### config.mk
export PLATFORM = sky130hd
export DESIGN_NAME = remote_code_encoder_decoder
export DESIGN_NICKNAME = d
export VERILOG_FILES = /design/src/shared/rc_pkg.sv /design/src/core/rc_encoder.sv /design/src/core/remote_code_encoder_decoder.sv
export SDC_FILE = /design/constraint.sdc
export NUM_CORES = 1
export LEC_CHECK = 0
export ABC_AREA = 1
export CORE_MARGIN = 4
export CORE_UTILIZATION = 48
export CTS_CLUSTER_DIAMETER = 30
export DETAILED_ROUTE_END_ITERATION = 12
export DONT_BUFFER_PORTS = 1
export GPL_TIMING_DRIVEN = 0
export PLACE_DENSITY = 0.67
export SLEW_MARGIN = 20
export SYNTH_ARGS = -nofsm -noshare
export SYNTH_HDL_FRONTEND = slang
export SYNTH_SLANG_ARGS = --single-unit
### constraint.sdc
create_clock -name clk -period 3.2 [get_ports clk]
set_clock_uncertainty 0.05 [all_clocks]
set_input_delay 0.16 -clock clk [delete_from_list [all_inputs] [get_ports clk]]
set_output_delay 0.16 -clock clk [all_outputs]
set_load 0.02 [all_outputs]
### src/shared/rc_pkg.sv
//==============================================================
// Purpose : shared constants for the remote code encoder/decoder
// Assumes : 40 MHz clk, one clock domain
// Notes   : trit codes are two line bits, sent first bit first
//==============================================================
package rc_pkg;
    localparam int CLK_MHZ     = 40;
    localparam int BIT_TIME_NS = 10000;
    typedef logic [11:0] cnt_t;

    // bit cell: a one is high for three quarters, a zero for one quarter
    localparam cnt_t BIT_CYC          = cnt_t'((BIT_TIME_NS * CLK_MHZ) / 1000);
    localparam cnt_t ONE_HIGH_CYC     = cnt_t'((BIT_TIME_NS * CLK_MHZ * 3) / 4000);
    localparam cnt_t ZERO_HIGH_CYC    = cnt_t'((BIT_TIME_NS * CLK_MHZ) / 4000);
    localparam cnt_t BIT_THRESH_CYC   = cnt_t'((BIT_TIME_NS * CLK_MHZ) / 2000);
    localparam cnt_t WORD_END_CYC     = cnt_t'((BIT_TIME_NS * CLK_MHZ * 2) / 1000);
    localparam cnt_t ENC_GAP_CYC      = cnt_t'((BIT_TIME_NS * CLK_MHZ * 3) / 1000);
    localparam cnt_t SEQ_GAP_CYC      = cnt_t'((BIT_TIME_NS * CLK_MHZ * 4) / 1000);
    localparam cnt_t PROBE_SETTLE_CYC = cnt_t'(4);

    localparam int NUM_LINES  = 9;
    localparam int NUM_DATA   = 4;
    localparam int WORD_BITS  = 18;
    localparam logic [4:0] WORD_BITS_CNT = 5'h12;
    localparam logic [4:0] LAST_BIT_IDX  = 5'h11;

    typedef logic [1:0] trit_t;
    localparam trit_t TRIT_LOW  = 2'h0;
    localparam trit_t TRIT_OPEN = 2'h2;
    localparam trit_t TRIT_HIGH = 2'h3;

    localparam logic [3:0] DATA_RST = 4'h0;
endpackage

### src/core/rc_encoder.sv
//==============================================================
// Purpose : encoder, probes nine lines and sends the word twice
// Assumes : line_sync already passed two flip-flops
// Notes   : open lines are found by driving high then low
//==============================================================
module rc_encoder (
    input  wire logic       clk,
    input  wire logic       rst,
    input  wire logic       ce,
    input  wire logic       trig,
    input  wire logic [8:0] line_sync,
    output logic      [8:0] line_out,
    output logic      [8:0] line_oe,
    output logic            serial_out
);
    typedef enum logic [2:0] {ENC_IDLE, ENC_PROBE_HI, ENC_PROBE_LO, ENC_SEND, ENC_GAP} enc_state_e;

    enc_state_e    state_q, state_d;
    rc_pkg::cnt_t  cnt_q, cnt_d;
    logic [4:0]    bit_q;
    logic          word_q;
    logic [8:0]    samp_hi_q;
    logic [17:0]   shift_q;
    logic [17:0]   word_new;
    logic [8:0]    line_out_q, line_oe_q;
    logic          serial_q;

    wire           settled  = (cnt_q == rc_pkg::PROBE_SETTLE_CYC);
    wire           bit_end  = (cnt_q == rc_pkg::BIT_CYC - 12'h001);
    wire           gap_end  = (cnt_q == rc_pkg::ENC_GAP_CYC - 12'h001);
    wire           last_bit = (bit_q == rc_pkg::LAST_BIT_IDX);
    wire rc_pkg::cnt_t hi_len = shift_q[17] ? rc_pkg::ONE_HIGH_CYC : rc_pkg::ZERO_HIGH_CYC;

    // a tied line reads the same in both phases; an open one follows the drive
    for (genvar i = 0; i < rc_pkg::NUM_LINES; i++) begin : g_trit
        assign word_new[17-2*i -: 2] = {samp_hi_q[i] | line_sync[i],
                                        samp_hi_q[i] & line_sync[i]};
    end

    always_comb begin
        state_d = state_q;
        cnt_d   = cnt_q + 12'h001;
        case (state_q)
            ENC_IDLE: begin
                cnt_d = '0;
                if (trig) state_d = ENC_PROBE_HI;
            end
            ENC_PROBE_HI: if (settled) begin
                state_d = ENC_PROBE_LO;
                cnt_d   = '0;
            end
            ENC_PROBE_LO: if (settled) begin
                state_d = ENC_SEND;
                cnt_d   = '0;
            end
            ENC_SEND: if (bit_end) begin
                cnt_d = '0;
                if (last_bit) state_d = ENC_GAP;
            end
            ENC_GAP: if (gap_end) begin
                cnt_d   = '0;
                state_d = word_q ? ENC_IDLE : ENC_SEND;
            end
            default: begin
                state_d = ENC_IDLE;
                cnt_d   = '0;
            end
        endcase
    end

    always_ff @(posedge clk) begin
        if (rst) begin
            state_q    <= ENC_IDLE;
            cnt_q      <= '0;
            bit_q      <= '0;
            word_q     <= 1'b0;
            samp_hi_q  <= '0;
            shift_q    <= '0;
            line_out_q <= '0;
            line_oe_q  <= '0;
            serial_q   <= 1'b0;
        end else if (ce) begin
            state_q    <= state_d;
            cnt_q      <= cnt_d;
            line_oe_q  <= {9{state_d == ENC_PROBE_HI || state_d == ENC_PROBE_LO}};
            line_out_q <= {9{state_d == ENC_PROBE_HI}};
            serial_q   <= (state_q == ENC_SEND) && (cnt_q < hi_len);
            if (state_q == ENC_PROBE_HI && settled) samp_hi_q <= line_sync;
            if (state_q == ENC_PROBE_LO && settled) begin
                shift_q <= word_new;
                bit_q   <= '0;
                word_q  <= 1'b0;
            end
            // rotation brings the same word back for the repeat
            if (state_q == ENC_SEND && bit_end) begin
                shift_q <= {shift_q[16:0], shift_q[17]};
                bit_q   <= last_bit ? 5'h00 : bit_q + 5'h01;
            end
            if (state_q == ENC_GAP && gap_end) word_q <= ~word_q;
        end
    end

    assign line_out   = line_out_q;
    assign line_oe    = line_oe_q;
    assign serial_out = serial_q;

    chk_trig_start: assert property (@(posedge clk) disable iff (rst)
        (ce && state_q == ENC_IDLE && trig) |=> state_q == ENC_PROBE_HI)
        else $error("trigger did not start probing");
    chk_probe_release: assert property (@(posedge clk) disable iff (rst)
        (state_q == ENC_SEND) |-> line_oe_q == 9'h000)
        else $error("lines still driven while sending");
    chk_two_words: assert property (@(posedge clk) disable iff (rst)
        (ce && state_q == ENC_GAP && gap_end) |=> (state_q == ENC_IDLE) == $past(word_q))
        else $error("sequence did not end after the second word");
    chk_bit_cell: assert property (@(posedge clk) disable iff (rst)
        (ce && state_q == ENC_SEND && cnt_q == 12'h000) |=> serial_q ##1 serial_q)
        else $error("bit cell did not open high");
endmodule // rc_encoder

### src/core/remote_code_encoder_decoder.sv
//==============================================================
// Purpose : remote code encoder plus decoder, decoder variant by parameter
// Assumes : pins asynchronous to clk; ce high for normal running
// Notes   : ADDR_ONLY=0 gives 5 address + 4 data, 1 gives 9 address
//==============================================================
module remote_code_encoder_decoder #(
    parameter bit ADDR_ONLY = 1'b0
) (
    input  wire logic        clk,
    input  wire logic        rst,
    input  wire logic        ce,
    input  wire logic        transmit_trigger,
    input  wire logic [8:0]  line_in,
    output logic      [8:0]  line_out,
    output logic      [8:0]  line_oe,
    output logic             serial_code_out,
    input  wire logic        serial_code_in,
    input  wire logic [17:0] local_addr,
    output logic             valid_reception_flag,
    output logic      [3:0]  decoded_data_output
);

    //==============================================================
    // input synchronisers
    //==============================================================
    logic        trig_s1, trig_s2;
    logic [8:0]  line_s1, line_s2;
    logic        rx_s1, rx_s2;
    logic [17:0] addr_s1, addr_s2;

    always_ff @(posedge clk) begin
        if (rst) begin
            trig_s1 <= 1'b0;
            trig_s2 <= 1'b0;
            line_s1 <= '0;
            line_s2 <= '0;
            rx_s1   <= 1'b0;
            rx_s2   <= 1'b0;
            addr_s1 <= '0;
            addr_s2 <= '0;
        end else if (ce) begin
            trig_s1 <= transmit_trigger;
            trig_s2 <= trig_s1;
            line_s1 <= line_in;
            line_s2 <= line_s1;
            rx_s1   <= serial_code_in;
            rx_s2   <= rx_s1;
            addr_s1 <= local_addr;
            addr_s2 <= addr_s1;
        end
    end

    //==============================================================
    // encoder
    //==============================================================
    rc_encoder u_encoder (
        .clk        (clk),
        .rst        (rst),
        .ce         (ce),
        .trig       (trig_s2),
        .line_sync  (line_s2),
        .line_out   (line_out),
        .line_oe    (line_oe),
        .serial_out (serial_code_out)
    );

    //==============================================================
    // decoder: pulse width to bits
    //==============================================================
    logic          rx_prev_q;
    rc_pkg::cnt_t  hi_cnt_q, lo_cnt_q;
    logic [4:0]    nbits_q;
    logic [17:0]   shift_q;

    wire rise      = rx_s2 & ~rx_prev_q;
    wire fall      = ~rx_s2 & rx_prev_q;
    wire bit_val   = (hi_cnt_q > rc_pkg::BIT_THRESH_CYC);
    wire word_end  = ~rx_s2 && (lo_cnt_q == rc_pkg::WORD_END_CYC);
    wire seq_end   = ~rx_s2 && (lo_cnt_q == rc_pkg::SEQ_GAP_CYC);
    wire word_done = word_end && (nbits_q == rc_pkg::WORD_BITS_CNT);

    always_ff @(posedge clk) begin
        if (rst) begin
            rx_prev_q <= 1'b0;
            hi_cnt_q  <= '0;
            lo_cnt_q  <= rc_pkg::SEQ_GAP_CYC;
            nbits_q   <= '0;
            shift_q   <= '0;
        end else if (ce) begin
            rx_prev_q <= rx_s2;
            if (rise)
                hi_cnt_q <= 12'h001;
            else if (rx_s2 && hi_cnt_q != 12'hFFF)
                hi_cnt_q <= hi_cnt_q + 12'h001;
            // low time saturates at the sequence gap, which then reads as idle
            if (rx_s2)
                lo_cnt_q <= '0;
            else if (lo_cnt_q != rc_pkg::SEQ_GAP_CYC)
                lo_cnt_q <= lo_cnt_q + 12'h001;
            if (fall) begin
                shift_q <= {shift_q[16:0], bit_val};
                if (nbits_q != 5'h1F) nbits_q <= nbits_q + 5'h01;
            end else if (word_end) begin
                nbits_q <= '0;
            end
        end
    end

    //==============================================================
    // decoder: address and data checks
    //==============================================================
    logic [3:0] rx_data;
    logic [3:0] data_bin;

    // data digits must be plain binary, an open digit spoils the word
    for (genvar j = 0; j < rc_pkg::NUM_DATA; j++) begin : g_data
        assign rx_data[j]  = shift_q[7-2*j];
        assign data_bin[j] = (shift_q[7-2*j] == shift_q[6-2*j]);
    end

    wire addr_match = ADDR_ONLY ? (shift_q == addr_s2)
                                : (shift_q[17:8] == addr_s2[17:8]);
    wire data_legal = ADDR_ONLY | (&data_bin);
    wire word_good  = addr_match & data_legal;

    logic       have_q;
    logic [3:0] prev_data_q;
    logic       accept_q;
    logic [3:0] data_q;
    logic       vt_q;

    wire data_same = ADDR_ONLY | (rx_data == prev_data_q);
    wire accept    = word_done & word_good & have_q & data_same;

    always_ff @(posedge clk) begin
        if (rst) begin
            have_q      <= 1'b0;
            prev_data_q <= rc_pkg::DATA_RST;
            accept_q    <= 1'b0;
            data_q      <= rc_pkg::DATA_RST;
            vt_q        <= 1'b0;
        end else if (ce) begin
            if (word_done) begin
                have_q      <= word_good;
                prev_data_q <= rx_data;
            end else if (seq_end) begin
                have_q <= 1'b0;
            end
            accept_q <= accept;
            // data lands one cycle ahead of the flag
            if (accept && !ADDR_ONLY) data_q <= rx_data;
            if (seq_end || (word_done && !word_good)) vt_q <= 1'b0;
            if (accept_q) vt_q <= 1'b1;
        end
    end

    assign valid_reception_flag = vt_q;
    assign decoded_data_output  = data_q;

    //==============================================================
    // checks
    //==============================================================
    chk_vt_cause: assert property (@(posedge clk) disable iff (rst)
        $rose(vt_q) |-> $past(accept_q))
        else $error("valid rose without an accepted pair");
    chk_accept_src: assert property (@(posedge clk) disable iff (rst)
        (ce && accept_q) |-> $past(word_done && addr_match && have_q && data_same))
        else $error("accept without matching address and data");
    chk_data_first: assert property (@(posedge clk) disable iff (rst)
        (ce && accept && !ADDR_ONLY) |=> (data_q == $past(rx_data)) ##1 vt_q)
        else $error("data not in place before valid");
    chk_fail_hold: assert property (@(posedge clk) disable iff (rst)
        (ce && word_done && !word_good) |=> $stable(data_q) && !vt_q)
        else $error("failed word changed data or kept valid");
    chk_reset_low: assert property (@(posedge clk) disable iff (rst)
        $fell(rst) |-> !vt_q && data_q == rc_pkg::DATA_RST && !serial_code_out)
        else $error("outputs not low after reset");
    chk_addr_only: assert property (@(posedge clk) disable iff (rst)
        ADDR_ONLY |-> data_q == rc_pkg::DATA_RST)
        else $error("address-only variant drove data");
endmodule // remote_code_encoder_decoder

==> metrics <==
post-DP HPWL 12100 um; adder-cell share of the synthesized area 2.42%; clk root buf clkbuf_16; busiest layer in global routing met2; Die W 131 um; mux contribution to synthesized area 0%; Finish-stage setup viols 0; Hold Fails Final Rpt 0; clock sinks 152; Commonest cells post-synth 173 x nor2_1, 152 x dfxtp_1, 143 x nand2_1, 106 x o21ai_0, 98 x inv_1; Post-DRT Antenna Nets 0; met2 Usage GRT 35.8%; count of cell types in the netlist 44; die footprint 17100 um2; Core Area 14600 um2; htree depth 4; PortBufs 0; First-pass DRT Iterations 5; clk buf depth 2; Mapped Area 7230 um2; Placed Area 7460 um2; largest family of logic cells by synthesized area simple AND/OR/NAND/NOR gates; Final Cycle Share 62.1%; status finished, final reports clean; Synth Area in Simple Gates 25.8%; total CTS buffers 17; reg2reg setup slack 1210 ps; final net count 1101; initial core utilization 49.4%; post-synthesis compound-gate area fraction 16.9%; Worst Hold Class in2reg; clk slew on worst S/H paths 70 ps; fmax 503 MHz; Worst Setup End Kind flip-flop; most frequent cell after synthesis nor2_1; Area Growth Syn to Fin 14.6%; Reg2Reg Depth 8; initial antenna violation count 0; Routed WL 17400 um; routed via count 6543; number of synthesized register bits 152; Main synth FF type dfxtp_1; crit path max fanout 10; register area share after synthesis 42.1%; Synth area leader dfxtp_1; power per cell area 533 nW/um2; leak pwr 0.00332 uW; R2R Path End u_encoder.bit_q[1]; post-route cell area 8280 um2; RSZ-0062 raised after global routing false; die height 131 um; CP Launch Type flip-flop; share of the synthesized netlist area taken by xor and xnor gates 2.67%; first-pass GRT wire length 29600 um; drt drc 0; row cnt 44; Reg-to-Reg Start u_encoder.cnt_q[0]; Yosys warning total 0; setup slack after layout 1210 ps; crit path launch u_encoder.cnt_q[0]; GRT met3 Usage 4.92%; largest net degree at the start of global routing 18; Slew @ Worst Pin 688 ps; kind of critical path reg2reg; pre-CTS worst setup slack 1230 ps; Max Cap Violations 0; top post-synthesis cells by area dfxtp_1 42%, nor2_1 9.0%, nand2_1 7.4%; postcts setup bufs 0; n_diodes 0; drt via density 5.23; # IOs 56; # fillers 1403; Slew Limit Fails 0; Synth top area share 42.1%; cts hold-fix bufs 22; vias in the first global route 6180; WP data arrival 2250 ps; peak supply drop 0.443 mV; Endpoint, Worst Hold u_encoder.cnt_q[1]; Synth async-reset ratio 0%; Clock Latency Late Sink 430 ps; post-layout min period 1990 ps; Global Route Usage Sum 21.5%; drt initial violations 412; Hold Startpoint rst; Mean Syn Cell Area 7.13 um2; WL/cell 13.9 um; Post-Syn Instances 1014; total grt overflow 0; Final Wtd Congestion 0.874; setup_tns 0 ps; Synthesized Nets 1060; CTS tree built; WP data required 3460 ps; Post-CTS Resized 0; Hold Path Depth 2; layout cell share with drive strength beyond 1 8.43%; number of synthesized flops with an enable pin 0; Worst slew margin 54.1%; met1 usage 28.5%
-- critical path, stage by stage, from the launching register on --
cell and delay (ps):
dfxtp_1 400, ha_1 220, nand3_2 170, nor2_4 200, nand3_4 120, a21oi_2 450
nand2_1 130, o21ai_2 90, nor2_2 40
-- cells by family after synthesis --
| logic type | Yosys count |
|---|---|
| AND/OR/NAND/NOR | 432 |
| AO/OA/AOI/OAI | 231 |
| buffers and inverters | 163 |
| flip-flops | 152 |
| XOR/XNOR | 22 |
| adder cells (fa/ha/maj) | 14 |
-- final cells by class --
class | instances | area (um2) | area share (%)
buffer | 61 | 343 | 4.14
multi-input combinational | 699 | 3460 | 41.7
timing repair buffer | 22 | 220 | 2.66
clock buffer | 17 | 425 | 5.14
inverter | 102 | 384 | 4.64
tap | 184 | 230 | 2.78
clock inverter | 15 | 180 | 2.17
sequential | 152 | 3040 | 36.7
-- power by group --
part	internal (uW)	total, uW	switching (uW)	leakage (uW)
Combinational	126	356	230	0.00179
Clock	1120	2050	927	0.000292
Sequential	1950	2010	54.4	0.00124
Total	3200	4410	1210	0.00332
-- worst max path at each step --
stage | to | slack (ps) | depth (start not counted)
final | u_encoder.bit_q[1] | 1210 | 8
after global routing | u_encoder.samp_hi_q[8] | 1010 | 8
after CTS | u_encoder.bit_q[1] | 1200 | 8
after detailed placement | u_encoder.bit_q[1] | 1230 | 8
after global placement | u_encoder.bit_q[1] | 1230 | 8
after floorplan | u_encoder.shift_q[11] | 1580 | 10
-- routing by layer --
layer / up-vias / routed length, um
met5: - / 0
li1: 3394 / -
met4: 0 / 203
met2: 137 / 8010
met3: 20 / 734
met1: 2992 / 8440
-- state kept, by name, indices dropped and copies added (netlist names), 5 cells and up --
register             flops
addr_s1                 10
addr_s2                 10
hi_cnt_q                12
line_s1                  9
line_s2                  9
lo_cnt_q                12
nbits_q                  5
shift_q                 18
u_encoder.bit_q          5
u_encoder.cnt_q         12
u_encoder.samp_hi_q      9
u_encoder.shift_q       18
-- stage by stage --
stage	hold slack [ps]	total power, uW	util, %	cells
floorplan	245	2290	-	1014
global placement	248	2370	50.9	1198
detailed placement	253	2380	50.9	1198
CTS	81.4	4440	56.6	1252
global route	131	4600	56.6	1252
finish	100	4410	56.6	1252
-- cells in the final DEF (no fill, tap or decap), types with 21 or more instances in the layout --
cell           netlist  layout
o21ai_0            106     106
inv_1               98      98
nor2_1             173     173
nor3_1              23      23
a31oi_1             21      21
a21oi_1             73      73
clkbuf_1            26      26
nand3_1             52      52
nand2_1            143     143
dfxtp_1            152     152
dlygate4sd3_1        0      22
No activity file was read; power rests on OpenSTA's default activity.
